`src/scp_pkg.sv`:
```
package scp_pkg;

   // identifier ranges
   localparam logic [7:0] ID_NORM_MIN = 8'h01;
   localparam logic [7:0] ID_NORM_MAX = 8'h7f;
   localparam logic [7:0] ID_PAIR_MIN = 8'h81;
   localparam logic [7:0] ID_PAIR_MAX = 8'hff;
   localparam logic [7:0] ID_STEP = 8'h01;

   // bit-rate switch codes
   localparam logic [3:0] RATE_LAST = 4'h7;
   localparam logic [3:0] RATE_INIT = 4'h9;

   // slot module kinds, as reported by the slot identification pins
   localparam int KIND_W = 3;
   localparam logic [2:0] KIND_NONE = 3'h0;
   localparam logic [2:0] KIND_DI = 3'h1;
   localparam logic [2:0] KIND_DO = 3'h2;
   localparam logic [2:0] KIND_DIO = 3'h3;
   localparam logic [2:0] KIND_AI = 3'h4;
   localparam logic [2:0] KIND_AO = 3'h5;
   localparam logic [2:0] KIND_CNT = 3'h6;

   // edges after reset release before the synchronised pins are trusted
   localparam logic [1:0] SETTLE_CYCLES = 2'h2;

   typedef enum logic [2:0] {
      ST_SETTLE, ST_CHECK, ST_SCAN, ST_RUN, ST_INIT, ST_FAIL
   } scp_state_t;

   // bit rate in kbit/s for a legal switch code
   function automatic logic [9:0] scp_kbps(input logic [3:0] code);
      case (code)
         4'h0: scp_kbps = 10'h00a;
         4'h1: scp_kbps = 10'h014;
         4'h2: scp_kbps = 10'h032;
         4'h3: scp_kbps = 10'h07d;
         4'h4: scp_kbps = 10'h0fa;
         4'h5: scp_kbps = 10'h1f4;
         4'h6: scp_kbps = 10'h320;
         4'h7: scp_kbps = 10'h3e8;
         default: scp_kbps = 10'h000;
      endcase
   endfunction

   // module kinds that produce input process data
   function automatic logic scp_has_in(input logic [2:0] kind);
      scp_has_in = (kind == KIND_DI) || (kind == KIND_DIO) ||
                   (kind == KIND_AI) || (kind == KIND_CNT);
   endfunction

   // module kinds that consume output process data
   function automatic logic scp_has_out(input logic [2:0] kind);
      scp_has_out = (kind == KIND_DO) || (kind == KIND_DIO) ||
                    (kind == KIND_AO);
   endfunction

endpackage

```
`src/scp_loader.sv`:
```
`timescale 1ns/1ps
// Summary of operation
// - node id: first switch high, second low
// - 01-7F normal node, 81-FF pair mode
// - bit-rate code 0-7 to kbit/s, 9 init
// - illegal switch setting aborts boot
// - odd id partners plus one, even minus
// - pair mode enters operational by itself
// - partner input on drives same output channel
// - scan slots, map module process data
module scp_loader import scp_pkg::*; #(
   parameter int SLOTS = 8,
   parameter int DI_W = 16,
   parameter bit INIT_SUPPORT = 1'b1
) (
   // clock and reset
   input wire logic clk,
   input wire logic sys_rst,
   // rotary switch pins
   input wire logic [3:0] id_msb_sw,
   input wire logic [3:0] id_lsb_sw,
   input wire logic [3:0] rate_sw,
   // slot identification pins, KIND_W bits per slot
   input wire logic [SLOTS*KIND_W-1:0] slot_kind_pins,
   // local digital inputs and outputs
   input wire logic [DI_W-1:0] di_pins,
   output logic [DI_W-1:0] do_pins,
   // from the network side
   input wire logic nmt_start_cmd,
   input wire logic [DI_W-1:0] peer_di,
   input wire logic peer_di_valid,
   // boot result
   output logic [7:0] node_id,
   output logic [7:0] peer_id,
   output logic pair_mode,
   output logic [2:0] rate_sel,
   output logic [9:0] rate_kbps,
   output logic init_mode,
   output logic boot_done,
   output logic boot_fail,
   output logic operational,
   output logic nmt_self_start,
   // process data map
   output logic [SLOTS-1:0] tx_map,
   output logic [SLOTS-1:0] rx_map,
   // local input report towards the partner
   output logic [DI_W-1:0] di_report,
   output logic di_report_valid
);

   localparam int PIN_W = 12 + SLOTS*KIND_W + DI_W;
   localparam int IDX_W = (SLOTS > 1) ? $clog2(SLOTS) : 1;
   localparam logic [IDX_W-1:0] IDX_LAST = IDX_W'(SLOTS - 1);

   ////////////////////////////////////////////////////////////////////////
   // pin synchronisers
   logic [PIN_W-1:0] pins_s;
   scp_sync #(.W(PIN_W)) u_sync (
      .clk(clk),
      .sys_rst(sys_rst),
      .d({id_msb_sw, id_lsb_sw, rate_sw, slot_kind_pins, di_pins}),
      .q(pins_s)
   );

   wire [7:0] id_s = pins_s[PIN_W-1 -: 8];
   wire [3:0] rate_s = pins_s[PIN_W-9 -: 4];
   wire [SLOTS*KIND_W-1:0] kind_s = pins_s[DI_W +: SLOTS*KIND_W];
   wire [DI_W-1:0] di_s = pins_s[DI_W-1:0];

   ////////////////////////////////////////////////////////////////////////
   // state and captured settings
   scp_state_t state;
   scp_state_t next_state;
   logic [1:0] settle_cnt;
   logic [7:0] cap_id;
   logic [3:0] cap_rate;
   logic [KIND_W-1:0] cap_kind [SLOTS];
   logic [IDX_W-1:0] scan_idx;
   logic [DI_W-1:0] di_last;

   wire settle_done = (settle_cnt == SETTLE_CYCLES);
   wire capture = (state == ST_SETTLE) && settle_done;
   wire id_normal = (cap_id >= ID_NORM_MIN) && (cap_id <= ID_NORM_MAX);
   wire id_pair = (cap_id >= ID_PAIR_MIN) && (cap_id <= ID_PAIR_MAX);
   wire init_req = INIT_SUPPORT && (cap_rate == RATE_INIT);
   wire rate_ok = (cap_rate <= RATE_LAST) || init_req;
   wire cfg_ok = (id_normal || id_pair) && rate_ok;
   wire scan_last = (state == ST_SCAN) && (scan_idx == IDX_LAST);
   wire [7:0] next_peer = cap_id[0] ? cap_id + ID_STEP
                                    : cap_id - ID_STEP;
   wire [KIND_W-1:0] scan_kind = cap_kind[scan_idx];
   wire pair_run = (state == ST_RUN) && pair_mode && operational;
   wire di_changed = pair_run && (di_s != di_last);
   always_comb begin
      next_state = state;
      case (state)
         ST_SETTLE: begin
            if (settle_done) begin
               next_state = ST_CHECK;
            end
         end
         ST_CHECK: begin
            if (!cfg_ok) begin
               next_state = ST_FAIL;
            end else if (init_req) begin
               next_state = ST_INIT;
            end else begin
               next_state = ST_SCAN;
            end
         end
         ST_SCAN: begin
            if (scan_idx == IDX_LAST) begin
               next_state = ST_RUN;
            end
         end
         default: next_state = state;
      endcase
   end

   always_ff @(posedge clk or posedge sys_rst) begin
      if (sys_rst) begin
         state <= ST_SETTLE;
         settle_cnt <= 2'h0;
      end else begin
         state <= next_state;
         if (!settle_done) begin
            settle_cnt <= settle_cnt + 2'h1;
         end
      end
   end

   // the switches are read once; later turns wait for the next reset
   always_ff @(posedge clk or posedge sys_rst) begin
      if (sys_rst) begin
         cap_id <= 8'h00;
         cap_rate <= 4'h0;
      end else if (capture) begin
         cap_id <= id_s;
         cap_rate <= rate_s;
      end
   end

   genvar g;
   generate
      for (g = 0; g < SLOTS; g++) begin : g_kind
         always_ff @(posedge clk or posedge sys_rst) begin
            if (sys_rst) begin
               cap_kind[g] <= KIND_NONE;
            end else if (capture) begin
               cap_kind[g] <= kind_s[g*KIND_W +: KIND_W];
            end
         end
      end
   endgenerate

   ////////////////////////////////////////////////////////////////////////
   // slot scan, one slot per cycle
   always_ff @(posedge clk or posedge sys_rst) begin
      if (sys_rst) begin
         scan_idx <= '0;
         tx_map <= '0;
         rx_map <= '0;
      end else if (state == ST_SCAN) begin
         tx_map[scan_idx] <= scp_has_in(scan_kind);
         rx_map[scan_idx] <= scp_has_out(scan_kind);
         if (!scan_last) begin
            scan_idx <= scan_idx + IDX_W'(1);
         end
      end
   end

   ////////////////////////////////////////////////////////////////////////
   // boot result
   always_ff @(posedge clk or posedge sys_rst) begin
      if (sys_rst) begin
         node_id <= 8'h00;
         peer_id <= 8'h00;
         pair_mode <= 1'b0;
         rate_sel <= 3'h0;
         rate_kbps <= 10'h000;
         boot_done <= 1'b0;
      end else if (scan_last) begin
         node_id <= cap_id;
         peer_id <= id_pair ? next_peer : 8'h00;
         pair_mode <= id_pair;
         rate_sel <= cap_rate[2:0];
         rate_kbps <= scp_kbps(cap_rate);
         boot_done <= 1'b1;
      end
   end

   always_ff @(posedge clk or posedge sys_rst) begin
      if (sys_rst) begin
         init_mode <= 1'b0;
         boot_fail <= 1'b0;
      end else if (state == ST_CHECK) begin
         init_mode <= cfg_ok && init_req;
         boot_fail <= !cfg_ok;
      end
   end

   // pair nodes start themselves; normal nodes wait for the master
   always_ff @(posedge clk or posedge sys_rst) begin
      if (sys_rst) begin
         operational <= 1'b0;
         nmt_self_start <= 1'b0;
      end else begin
         nmt_self_start <= scan_last && id_pair;
         if (scan_last && id_pair) begin
            operational <= 1'b1;
         end else if (state == ST_RUN && nmt_start_cmd) begin
            operational <= 1'b1;
         end
      end
   end

   ////////////////////////////////////////////////////////////////////////
   // pair-connection data path
   always_ff @(posedge clk or posedge sys_rst) begin
      if (sys_rst) begin
         do_pins <= '0;
         di_last <= '0;
         di_report <= '0;
         di_report_valid <= 1'b0;
      end else begin
         if (pair_run && peer_di_valid) begin
            do_pins <= peer_di;
         end
         di_report_valid <= di_changed;
         if (di_changed) begin
            di_last <= di_s;
            di_report <= di_s;
         end
      end
   end

   ////////////////////////////////////////////////////////////////////////
   // assertions
   localparam int SCAN_MAX = SLOTS;
endmodule

```
`src/scp_sync.sv`:
```
`timescale 1ns/1ps
module scp_sync #(
   parameter int W = 1
) (
   // clock and reset
   input wire logic clk,
   input wire logic sys_rst,
   // asynchronous in, synchronised out
   input wire logic [W-1:0] d,
   output logic [W-1:0] q
);

   logic [W-1:0] stage;

   always_ff @(posedge clk or posedge sys_rst) begin
      if (sys_rst) begin
         stage <= '0;
         q <= '0;
      end else begin
         stage <= d;
         q <= stage;
      end
   end

endmodule

```
`config.mk`:
```
export PLATFORM = sky130hd
export DESIGN_NAME = scp_loader
export DESIGN_NICKNAME = d
export VERILOG_FILES = /design/src/scp_pkg.sv /design/src/scp_loader.sv /design/src/scp_sync.sv
export SDC_FILE = /design/constraint.sdc
export NUM_CORES = 1
export LEC_CHECK = 0
export ABC_AREA = 1
export BUFFER_PORTS_ARGS = -buffer_cell sky130_fd_sc_hd__buf_2
export CAP_MARGIN = 20
export CORE_MARGIN = 2
export CORE_UTILIZATION = 50
export CTS_BUF_LIST = sky130_fd_sc_hd__clkbuf_16
export DETAILED_ROUTE_END_ITERATION = 8
export PLACE_DENSITY_LB_ADDON = 0.25
export SLEW_MARGIN = 10
export SYNTH_ARGS = -nofsm -noshare
export SYNTH_HDL_FRONTEND = slang
export SYNTH_SLANG_ARGS = --single-unit
```
`constraint.sdc`:
```
create_clock -name clk -period 20.1 [get_ports clk]
set_clock_uncertainty 0.1 [all_clocks]
set_input_delay 5.025 -clock clk [delete_from_list [all_inputs] [get_ports clk]]
set_output_delay 5.025 -clock clk [all_outputs]
set_load 0.01 [all_outputs]
```
* Word-level counts from Yosys, hierarchy flattened *
Memories as Yosys holds them, arrays and structs flattened.
Index checks and enable logic that the tools add are counted.

word-level totals
  output and inout port bits = 84
  bits in registers = 232
  memories kept = 1
  bits of input ports = 72
  memory bits (read-only) = 80
  word-level logic and storage cells = 103

memory list
  memory            depth  width  rd ports  clocked after memory_dff  wr ports  line           text
  (name not given)  8      10     1         0                         0         scp_pkg.sv:33  case (code)

operators by class
  $lt $le $gt $ge = 8
  muxes and demuxes = 17
  $add $sub $neg = 4
  equality and inequality tests = 15
  bitwise operators = 2
  reductions and logical operators = 26

operators with widths
  kind                   count
  $mux W3                6
  $bwmux W8              2
  $mux W8                2
  $ne A16 B16 Y1         1
  $logic_and A1 B1 Y1    13
  $eq A3 B2 Y1 const B   4
  $eq A3 B3 Y1 const B   4
  $mux W10               1
  $bmux W3 S3            1
  $pmux W3 S3            1
  $add A8 B1 Y8 const B  1
  $ge A8 B1 Y1 const B   1
  $ge A8 B8 Y1 const B   1
  $le A8 B7 Y1 const B   1
  $le A8 B8 Y1 const B   1
  $sub A8 B1 Y8 const B  1
  $logic_or A1 B1 Y1     7
  $eq A3 B1 Y1 const B   2
  $eq A4 B4 Y1 const B   1
  $ge A4 B4 Y1 const B   1
  $le A4 B3 Y1 const B   1
  $lt A3 B4 Y1 const B   1
  $not A3 Y4             1
  $add A3 B1 Y3 const B  1
  other kinds (14)       16

* Depth between registers and ports, before layout *
Gate-level depths: netlist of run 1.

  depth after elaboration = 9
  mapped depth = 12

* Modules after synthesis *
A second synthesis of run 1 with hierarchy kept.

second synthesis, totals
  cells, all modules = 803
  area total of the unflattened synthesis = 8574.5 um2

by module, submodules not included
  module      cells an instance  area an instance (um2)  instances  seq. area each (um2)
  scp_loader  698                5968.2                  1          3203.1
  scp_sync    105                2606.2                  1          2602.5

* Worst setup path after synthesis of run 1 *
OpenSTA, ideal clock, no wires.

  kind = input-to-reg
  from = input peer_di_valid
  to = register do_pins[15]
  arrival = 5713 ps
  slack = 14221 ps
  path buffers = 2
  setup time = 66 ps
  stages = 4
  cells stage by stage = clkbuf_1 clkbuf_1 nand3_1 nand2_1

on the way
  longest elaborated chain between the ends = 1

RTL lines
  what                    line               text
  start: declaration      scp_loader.sv:31   input wire logic peer_di_valid,
  $logic_and A1 B1 Y1     scp_loader.sv:226  if (pair_run && peer_di_valid) begin
  end signal: assignment  scp_loader.sv:227  do_pins <= peer_di;
  end: declaration        scp_loader.sv:27   output logic [DI_W-1:0] do_pins,

Every way passes these cells.
A chain may end at the register's enable or synchronous reset.

==> impl_metrics.yaml, run 1 <==
synthesis:
  yosysWarnings: 0
  yosysTopAreaCell: "dfrtp_1"
  synth_cell_types: 34
  seq_area_frac_synth_pct: 69.0
  synth.area.top_cells: "dfrtp_1 (69%), nand2_1 (10%), nand3_1 (3.3%), mux2_2 (2.4%), xor2_1 (1.9%)"
  synth_area_sq_um: 8410
  ys_seq_elements: 232
  avgSynthCellArea_sq_um: 11.3
  synth_top_area_share_pct: 69.0
  syn-num-nets: 824
  synthCells: 744
timing:
  fin_ws_ps: 13360
  min_period_ps: 6740
  fmax_ghz: 0.148
  relSlewSlack_pct: 47.4
  drv_slew: 0
  finalSetupViolCount: 0
  rsz0062_at_grt: "no"
  min_period_over_period_pct: 33.5
  timing.hold.ws_ps: 242
  tightestPinTransition_ps: 787
  tns_ps: 0
  hold_viol: 0
worst_setup_path:
  path_class: "primary input to async pin"
  r2r_start: "state[2]$_DFFE_PP0P_"
  path_max_fanout: 117
  cp-end-kind: "async pin"
  r2r_setup_slack_ps: 17840
  worstPathRequired_ps: 20570
  startpoint_type: "primary input"
  crit_start: "sys_rst"
  cp_data_arrival_time_ps: 7210
drt:
  vias: 5522
  drt_iter0_drc: 343
  drc_errors: 0
  dr.pass1.iters: 4
  avgViaCountPerCell: 4.84
  post_drt_wl_per_cell_um: 13.6
  drtAntennaViolNets: 0
  routed_wirelength_um: 15500
place:
  placed_cell_area_sq_um: 9360
  dp.cells: 1099
  place_ws_ps: 12720
  globalplace.congestion: 0.740
  hpwl_um: 10400
  portBuffers: 155
floorplan:
  core-area_sq_um: 16500
  initial_core_util_pct: 50.9
  die_w_um: 134
  die-area_sq_um: 17900
  ios: 156
  rows: 47
  die_y_um: 134
global_routing:
  grt_usage_pct: 17.7
  met1_usage_pct: 24.4
  grt_pass1_vias: 5286
  gr-total-overflow: 0
  antenna_found_initial: 2
  grtUsageMet3_pct: 3.65
  grt_max_degree: 118
  gr-usage-met2_pct: 29.2
  busiest_layer: "met2"
  grt_pass1_wl_um: 25800
cells_and_area:
  drive_above_1_share_pct: 25.6
  final_cells: 1140
  multi_input_area_sq_um: 2330
  fin_nets: 985
  most-common-layout-cells: "dfrtp_1 (232), nand2_1 (223), buf_2 (155)"
  final_common_cell: "dfrtp_1"
  regArea_sq_um: 5810
  num-fill-cells: 1380
  finalInstanceArea_sq_um: 10100
  area_growth_pct: 19.9
pwr:
  p_clk_share_pct: 29.0
  p_per_area_nw_per_um2: 136
  p_switching_uw: 438
  leakage_nw: 5.35
  intPower_uw: 929
  pwr-share-seq_pct: 46.7
  ir_worst_vdd_uv: 90.8
  combPwrFrac_pct: 24.3
  swShare_pct: 32.0
worst_hold_path:
  hold_class: "flop to flop"
  min_from: "u_sync.stage[34]$_DFF_PP0_"
cts:
  clockRootBuffer: "clkbuf_16"
  cts_setup_buffers: 0
  ctsHoldBuffers: 0
  cts_tree: "built"
  numCtsBuffers: 23
  clock_sinks: 232
  cts_buffer_depth: 3
  cts_resized: 0
  htree_levels: 1
  clk_pin_slew_ps: 60
  clock_latency_ps: 490
run:
  maxCapViolCount: 0
status:
  status: "completed"
-- registers in the layout (all words and copies together) (netlist names), 2 cells and up --
register / cells
tx_map: 8
rx_map: 8
di_last: 16
rate_kbps: 10
u_sync.stage: 52
peer_id: 8
node_id: 8
scan_idx: 3
cap_id: 8
u_sync.q: 52
do_pins: 16
settle_cnt: 2
cap_kind: 24
state: 3
cap_rate: 4
rate_sel: 3
-- metal layers --
metal,routed length (um),part of all wire (%)
met5,0,0
met4,269,1.7
met3,826,5.3
met2,7590,49
met1,6810,44
-- synthesized netlist by cell type, drive strengths merged --
master / number
or2: 1
clkbuf: 5
nand2: 234
nor3: 2
xnor2: 2
mux2: 25
nand4: 3
o22ai: 1
nand3: 55
o211ai: 3
dfrtp: 232
buf: 17
ha: 8
nor2: 46
inv: 41
o21bai: 1
xor2: 18
nor4: 1
a22o: 1
o31ai: 5
o21ai: 28
a21oi: 15
-- stage by stage --
step / util, % / total power [mW]
after floorplan: - / 0.869
after global placement: 56.7 / 0.971
after detailed placement: 56.7 / 0.981
after CTS: 60.9 / 1.39
after global routing: 61.0 / 1.46
final: 61.0 / 1.37
-- logic make-up after synthesis --
family,synth area share [%]
AND/OR/NAND/NOR,17.5
flip-flops,69.0
buffers and inverters,3.32
AO/OA/AOI/OAI,3.54
multiplexers,3.35
XOR/XNOR,2.08
adder cells (fa/ha/maj),1.19
-- power groups by stage --
stage | Combinational [mW] | Clock, mW | Sequential, mW
3_3_place_gp | 0.327 | 0 | 0.644
3_5_place_dp | 0.334 | 0 | 0.646
6_report | 0.332 | 0.396 | 0.638
4_1_cts | 0.336 | 0.411 | 0.639
5_1_grt | 0.377 | 0.429 | 0.652
2_1_floorplan | 0.221 | 0 | 0.648
-- final cells by class --
| type | instances | area share, % |
|---|---|---|
| Antenna cell | 1 | 0.0248 |
| Clock buffer | 23 | 5.71 |
| Clock inverter | 16 | 1.19 |
| Inverter | 41 | 1.60 |
| Multi-Input combinational cell | 449 | 23.1 |
| Sequential cell | 232 | 57.6 |
| Tap cell | 220 | 2.73 |
| Timing Repair Buffer | 158 | 8.04 |
-- critical path: stages --
cell and delay (ps):
buf_2 130, inv_8 530, buf_4 770, buf_4 650
-- worst paths after layout --
kind,endpoint,cells past startpoint
setup / recovery,cap_kind[20]$_DFFE_PP0P_,4
hold / removal,u_sync.q[34]$_DFF_PP0_,0
setup reg to reg,di_last[7]$_DFFE_PP0P_,6
hold reg to reg,u_sync.q[34]$_DFF_PP0_,0
max in group clk,di_report[12],1
min in group asynchronous,do_pins[4]$_DFFE_PP0P_,2
(Power assumes the default switching activity.)
==> inputs of run 2 (changes only) <==
==> constraint.sdc (replaced) <==
create_clock -name clk -period 6 [get_ports clk]
set_clock_uncertainty 0.1 [all_clocks]
set_input_delay 1.5 -clock clk [delete_from_list [all_inputs] [get_ports clk]]
set_output_delay 1.5 -clock clk [all_outputs]
set_load 0.01 [all_outputs]
==> impl_metrics.yaml, run 2 (same netlist as run 1, synthesis figures left out) <==
cells_and_area:
  fin_nets: 986
  final_common_cell: "dfrtp_1"
  area_growth_pct: 20.6
  utilization_pct: 61.4
  largestRegisters: "u_sync.q x52, u_sync.stage x52, cap_kind x24"
  num-fill-cells: 1337
  drive_above_1_share_pct: 26.2
  n_antenna_cell: 0
  most-common-layout-cells: "dfrtp_1 (232), nand2_1 (223), buf_2 (155)"
worst_setup_path:
  cp-end-kind: "primary output"
  cp_data_arrival_time_ps: 1070
  slowest_stage: "dfrtp_1"
  critPathTopFamily: "flip-flops"
  crit_start: "init_mode$_DFFE_PP0P_"
  crit_buf_inv: 1
  slowest_delay_ps: 410
  timing.rr.end: "di_last[8]$_DFFE_PP0P_"
  r2r_setup_slack_ps: 3730
  path_max_fanout: 2
  startpoint_type: "flop"
  crit_end: "init_mode"
  path_cells: "buf_2"
  path_class: "flop to primary output"
  path_depth: 1
  worst_r2r_path_depth: 6
  worstPathRequired_ps: 4400
  r2r_start: "state[2]$_DFFE_PP0P_"
timing:
  fmax_ghz: 0.374
  tns_ps: 0
  min_period_over_period_pct: 44.5
  tightestPinTransition_ps: 959
  drv_slew: 0
  rsz0062_at_grt: "no"
  min_period_ps: 2670
  hold_viol: 0
  relSlewSlack_pct: 36.0
  finalSetupViolCount: 0
cts:
  cts_buffer_depth: 3
  clk_pin_slew_ps: 60
  ctsHoldBuffers: 0
  cts_resized: 0
  cts_tree: "built"
  cts_setup_buffers: 0
  clock_latency_ps: 500
  numCtsBuffers: 24
  clock_sinks: 232
  htree_levels: 1
  clockRootBuffer: "clkbuf_16"
drt:
  avgViaCountPerCell: 4.69
  post_drt_wl_per_cell_um: 13.1
  drt_iter0_drc: 303
  drtAntennaViolNets: 0
  routed_wirelength_um: 14900
  vias: 5370
  dr.pass1.iters: 4
  drc_errors: 0
global_routing:
  grt_max_degree: 150
  gr-total-overflow: 0
  antenna_found_initial: 0
  grt_pass1_vias: 5060
  grt_pass1_wl_um: 24600
  grt_usage_pct: 16.9
floorplan:
  die_y_um: 134
  initial_core_util_pct: 50.9
  die_w_um: 134
  ios: 156
  rows: 47
  core-area_sq_um: 16500
  die-area_sq_um: 17900
worst_hold_path:
  hold_class: "flop to flop"
pwr:
  leakage_nw: 5.37
  ir_worst_vdd_uv: 300
  p_per_area_nw_per_um2: 456
run:
  maxCapViolCount: 0
place:
  portBuffers: 155
  hpwl_um: 9930
  globalplace.congestion: 0.787
status:
  status: "completed"
## run 2: stage by stage
step	instances	setup slack (ps)	instance area, sq um	hold slack (ps)	total power [mW]
2_1_floorplan	744	1360	8410	231	2.91
3_3_place_gp	1099	3350	9370	231	3.25
3_5_place_dp	1099	3340	9370	235	3.28
4_1_cts	1143	3300	10100	239	4.69
5_1_grt	1144	3290	10100	243	4.94
6_report	1144	3330	10100	237	4.63
## run 2: power by group
part | switching (mW) | internal [mW] | leakage, nW
Clock | 0.584 | 0.801 | 0.383
Sequential | 0.242 | 1.89 | 2.86
Combinational | 0.666 | 0.442 | 2.13
## run 2: layout make-up
type	count	area, sq um	area share (%)
clock buffers	25	626	6.17
clock inverters	19	129	1.27
inverters	41	158	1.55
multi-input cells	449	2330	23.0
flip-flops and latches	232	5810	57.2
well taps	220	275	2.71
repair buffers	158	823	8.11
## run 2: worst min-delay path by stage
stage	slack (ps)	cells after the start	end	from
floorplan	230	0	u_sync.q[0]$_DFF_PP0_	u_sync.stage[0]$_DFF_PP0_
global route	240	0	u_sync.q[16]$_DFF_PP0_	u_sync.stage[16]$_DFF_PP0_
CTS	240	0	u_sync.q[16]$_DFF_PP0_	u_sync.stage[16]$_DFF_PP0_
global placement	230	0	u_sync.q[31]$_DFF_PP0_	u_sync.stage[31]$_DFF_PP0_
finish	240	0	u_sync.q[16]$_DFF_PP0_	u_sync.stage[16]$_DFF_PP0_
detailed placement	230	0	u_sync.q[1]$_DFF_PP0_	u_sync.stage[1]$_DFF_PP0_
## run 2: metal layers
| metal | track usage [%] | routed length [um] | share of wire, % |
|---|---|---|---|
| met1 | 23.8 | 6850 | 46 |
| met3 | 3.20 | 881 | 5.9 |
| met5 | 0 | 0 | 0 |
| met2 | 27.5 | 6910 | 46 |
| met4 | 4.73 | 297 | 2.0 |
==> inputs of run 3 (changes only) <==
==> constraint.sdc (replaced) <==
create_clock -name clk -period 2.3 [get_ports clk]
set_clock_uncertainty 0.1 [all_clocks]
set_input_delay 0.575 -clock clk [delete_from_list [all_inputs] [get_ports clk]]
set_output_delay 0.575 -clock clk [all_outputs]
set_load 0.01 [all_outputs]
==> impl_metrics.yaml, run 3 (same netlist as run 1, synthesis figures left out) <==
cts:
  cts_resized: 0
  ctsHoldBuffers: 0
  cts_tree: "built"
  clk_pin_slew_ps: 60
  clockRootBuffer: "clkbuf_16"
  cts_buffer_depth: 3
  cts_setup_buffers: 0
  clock_sinks: 232
  clock_latency_ps: 500
  numCtsBuffers: 24
  htree_levels: 1
global_routing:
  grt_usage_pct: 17.6
  grt_max_degree: 57
  busiest_layer: "met2"
  antenna_found_initial: 0
  gr-total-overflow: 0
  met1_usage_pct: 23.7
  grt_pass1_wl_um: 25800
  grt_pass1_vias: 5460
  gr-usage-met2_pct: 30.2
  grtUsageMet3_pct: 2.78
run:
  maxCapViolCount: 0
floorplan:
  die-area_sq_um: 17900
  rows: 47
  initial_core_util_pct: 50.9
  die_y_um: 134
  die_w_um: 134
  core-area_sq_um: 16500
  ios: 156
worst_hold_path:
  hold_class: "primary input to async pin"
pwr:
  ir_worst_vdd_uv: 739
  p_per_area_nw_per_um2: 1170
  leakage_nw: 5.44
  power_mw: 12.0
cells_and_area:
  fin_nets: 999
  largestRegisters: "u_sync.q x52, u_sync.stage x52, cap_kind x24"
  finalInstanceArea_sq_um: 10300
  area_growth_pct: 22.0
  most-common-layout-cells: "dfrtp_1 (232), nand2_1 (223), buf_2 (155)"
  n_antenna_cell: 0
  drive_above_1_share_pct: 27.3
  final_common_cell: "dfrtp_1"
  final_cells: 1157
  utilization_pct: 62.1
place:
  placed_cell_area_sq_um: 9530
  hpwl_um: 11000
  globalplace.congestion: 0.828
  portBuffers: 155
  dp.cells: 1113
  place_ws_ps: 465
worst_setup_path:
  slowest_delay_ps: 380
  crit_buf_inv: 2
  critPathTopFamily: "simple AND/OR/NAND/NOR gates"
  slowest_stage: "dfrtp_1"
  worstPathRequired_ps: 2590
  startpoint_type: "flop"
  path_cells: "buf_4 -> inv_2 -> nand2_1 -> nand2_1 -> nand2_1 -> nand2_1 -> nand2_1 -> nand2_4 -> nand2_2 -> nand3_1 -> nand2_1"
  path_class: "flop to flop"
  path_common_cell: "nand2_1"
  path_max_fanout: 17
  cp-end-kind: "flop"
  cp_data_arrival_time_ps: 2130
timing:
  fin_ws_ps: 462
  relSlewSlack_pct: 63.8
  min_period_over_period_pct: 79.9
  tns_ps: 0
  drv_slew: 0
  finalSetupViolCount: 0
  tightestPinTransition_ps: 542
  hold_viol: 0
  min_period_ps: 1840
  rsz0062_at_grt: "no"
  fmax_ghz: 0.544
  timing.hold.ws_ps: 25.2
drt:
  vias: 5552
  drtAntennaViolNets: 0
  dr.pass1.iters: 4
  routed_wirelength_um: 15600
  avgViaCountPerCell: 4.80
  drt_iter0_drc: 371
  drc_errors: 0
  post_drt_wl_per_cell_um: 13.5
status:
  status: "completed"
[run 3: changes by cell type in the layout (fill, tap and decap cells not counted)]
cell,delta
buf_12,+3
buf_4,+10
bufinv_16,-1
clkinv_1,-2
clkinv_4,+2
clkinv_8,-1
clkinvlp_4,+1
inv_1,+1
inv_6,-1
inv_8,+1
[run 3: worst register-to-register path: cells and delay by family (launching register included)]
kind,cells,cell delay (ps)
DFF,1,380
buffers and inverters,2,410
and+or+nand+nor,9,850
[run 3: worst paths after layout]
check	from	end	slack (ps)	cells after the start
max	scan_idx[0]$_DFFE_PP0P_	rx_map[2]$_DFFE_PP0P_	460	11
min	sys_rst	u_sync.q[19]$_DFF_PP0_	30	2
max reg2reg	scan_idx[0]$_DFFE_PP0P_	rx_map[2]$_DFFE_PP0P_	460	11
min reg2reg	u_sync.stage[19]$_DFF_PP0_	u_sync.q[19]$_DFF_PP0_	240	0
max in group asynchronous	sys_rst	node_id[4]$_DFFE_PP0P_	1410	3
min in group clk	di_pins[4]	u_sync.stage[4]$_DFF_PP0_	70	1
[run 3: per-layer routing]
layer	vias to the layer above	share of wire, %
li1	2739	-
met1	2637	44
met2	145	49
met3	31	5.1
met4	0	2.0
met5	-	0
[run 3: where the power goes]
group          internal [mW]  total (mW)  switching (mW)
clock                   1.98        3.51            1.53
sequential              4.94        5.54           0.604
combinational           1.19        2.98            1.78
[run 3: cell type report]
class | count | area [sq um]
fill | 1349 | 6260
sequential | 232 | 5810
multi-input combinational | 449 | 2330
timing repair buffer | 171 | 958
clock buffer | 25 | 626
tap | 220 | 275
inverter | 41 | 158
clock inverter | 19 | 106
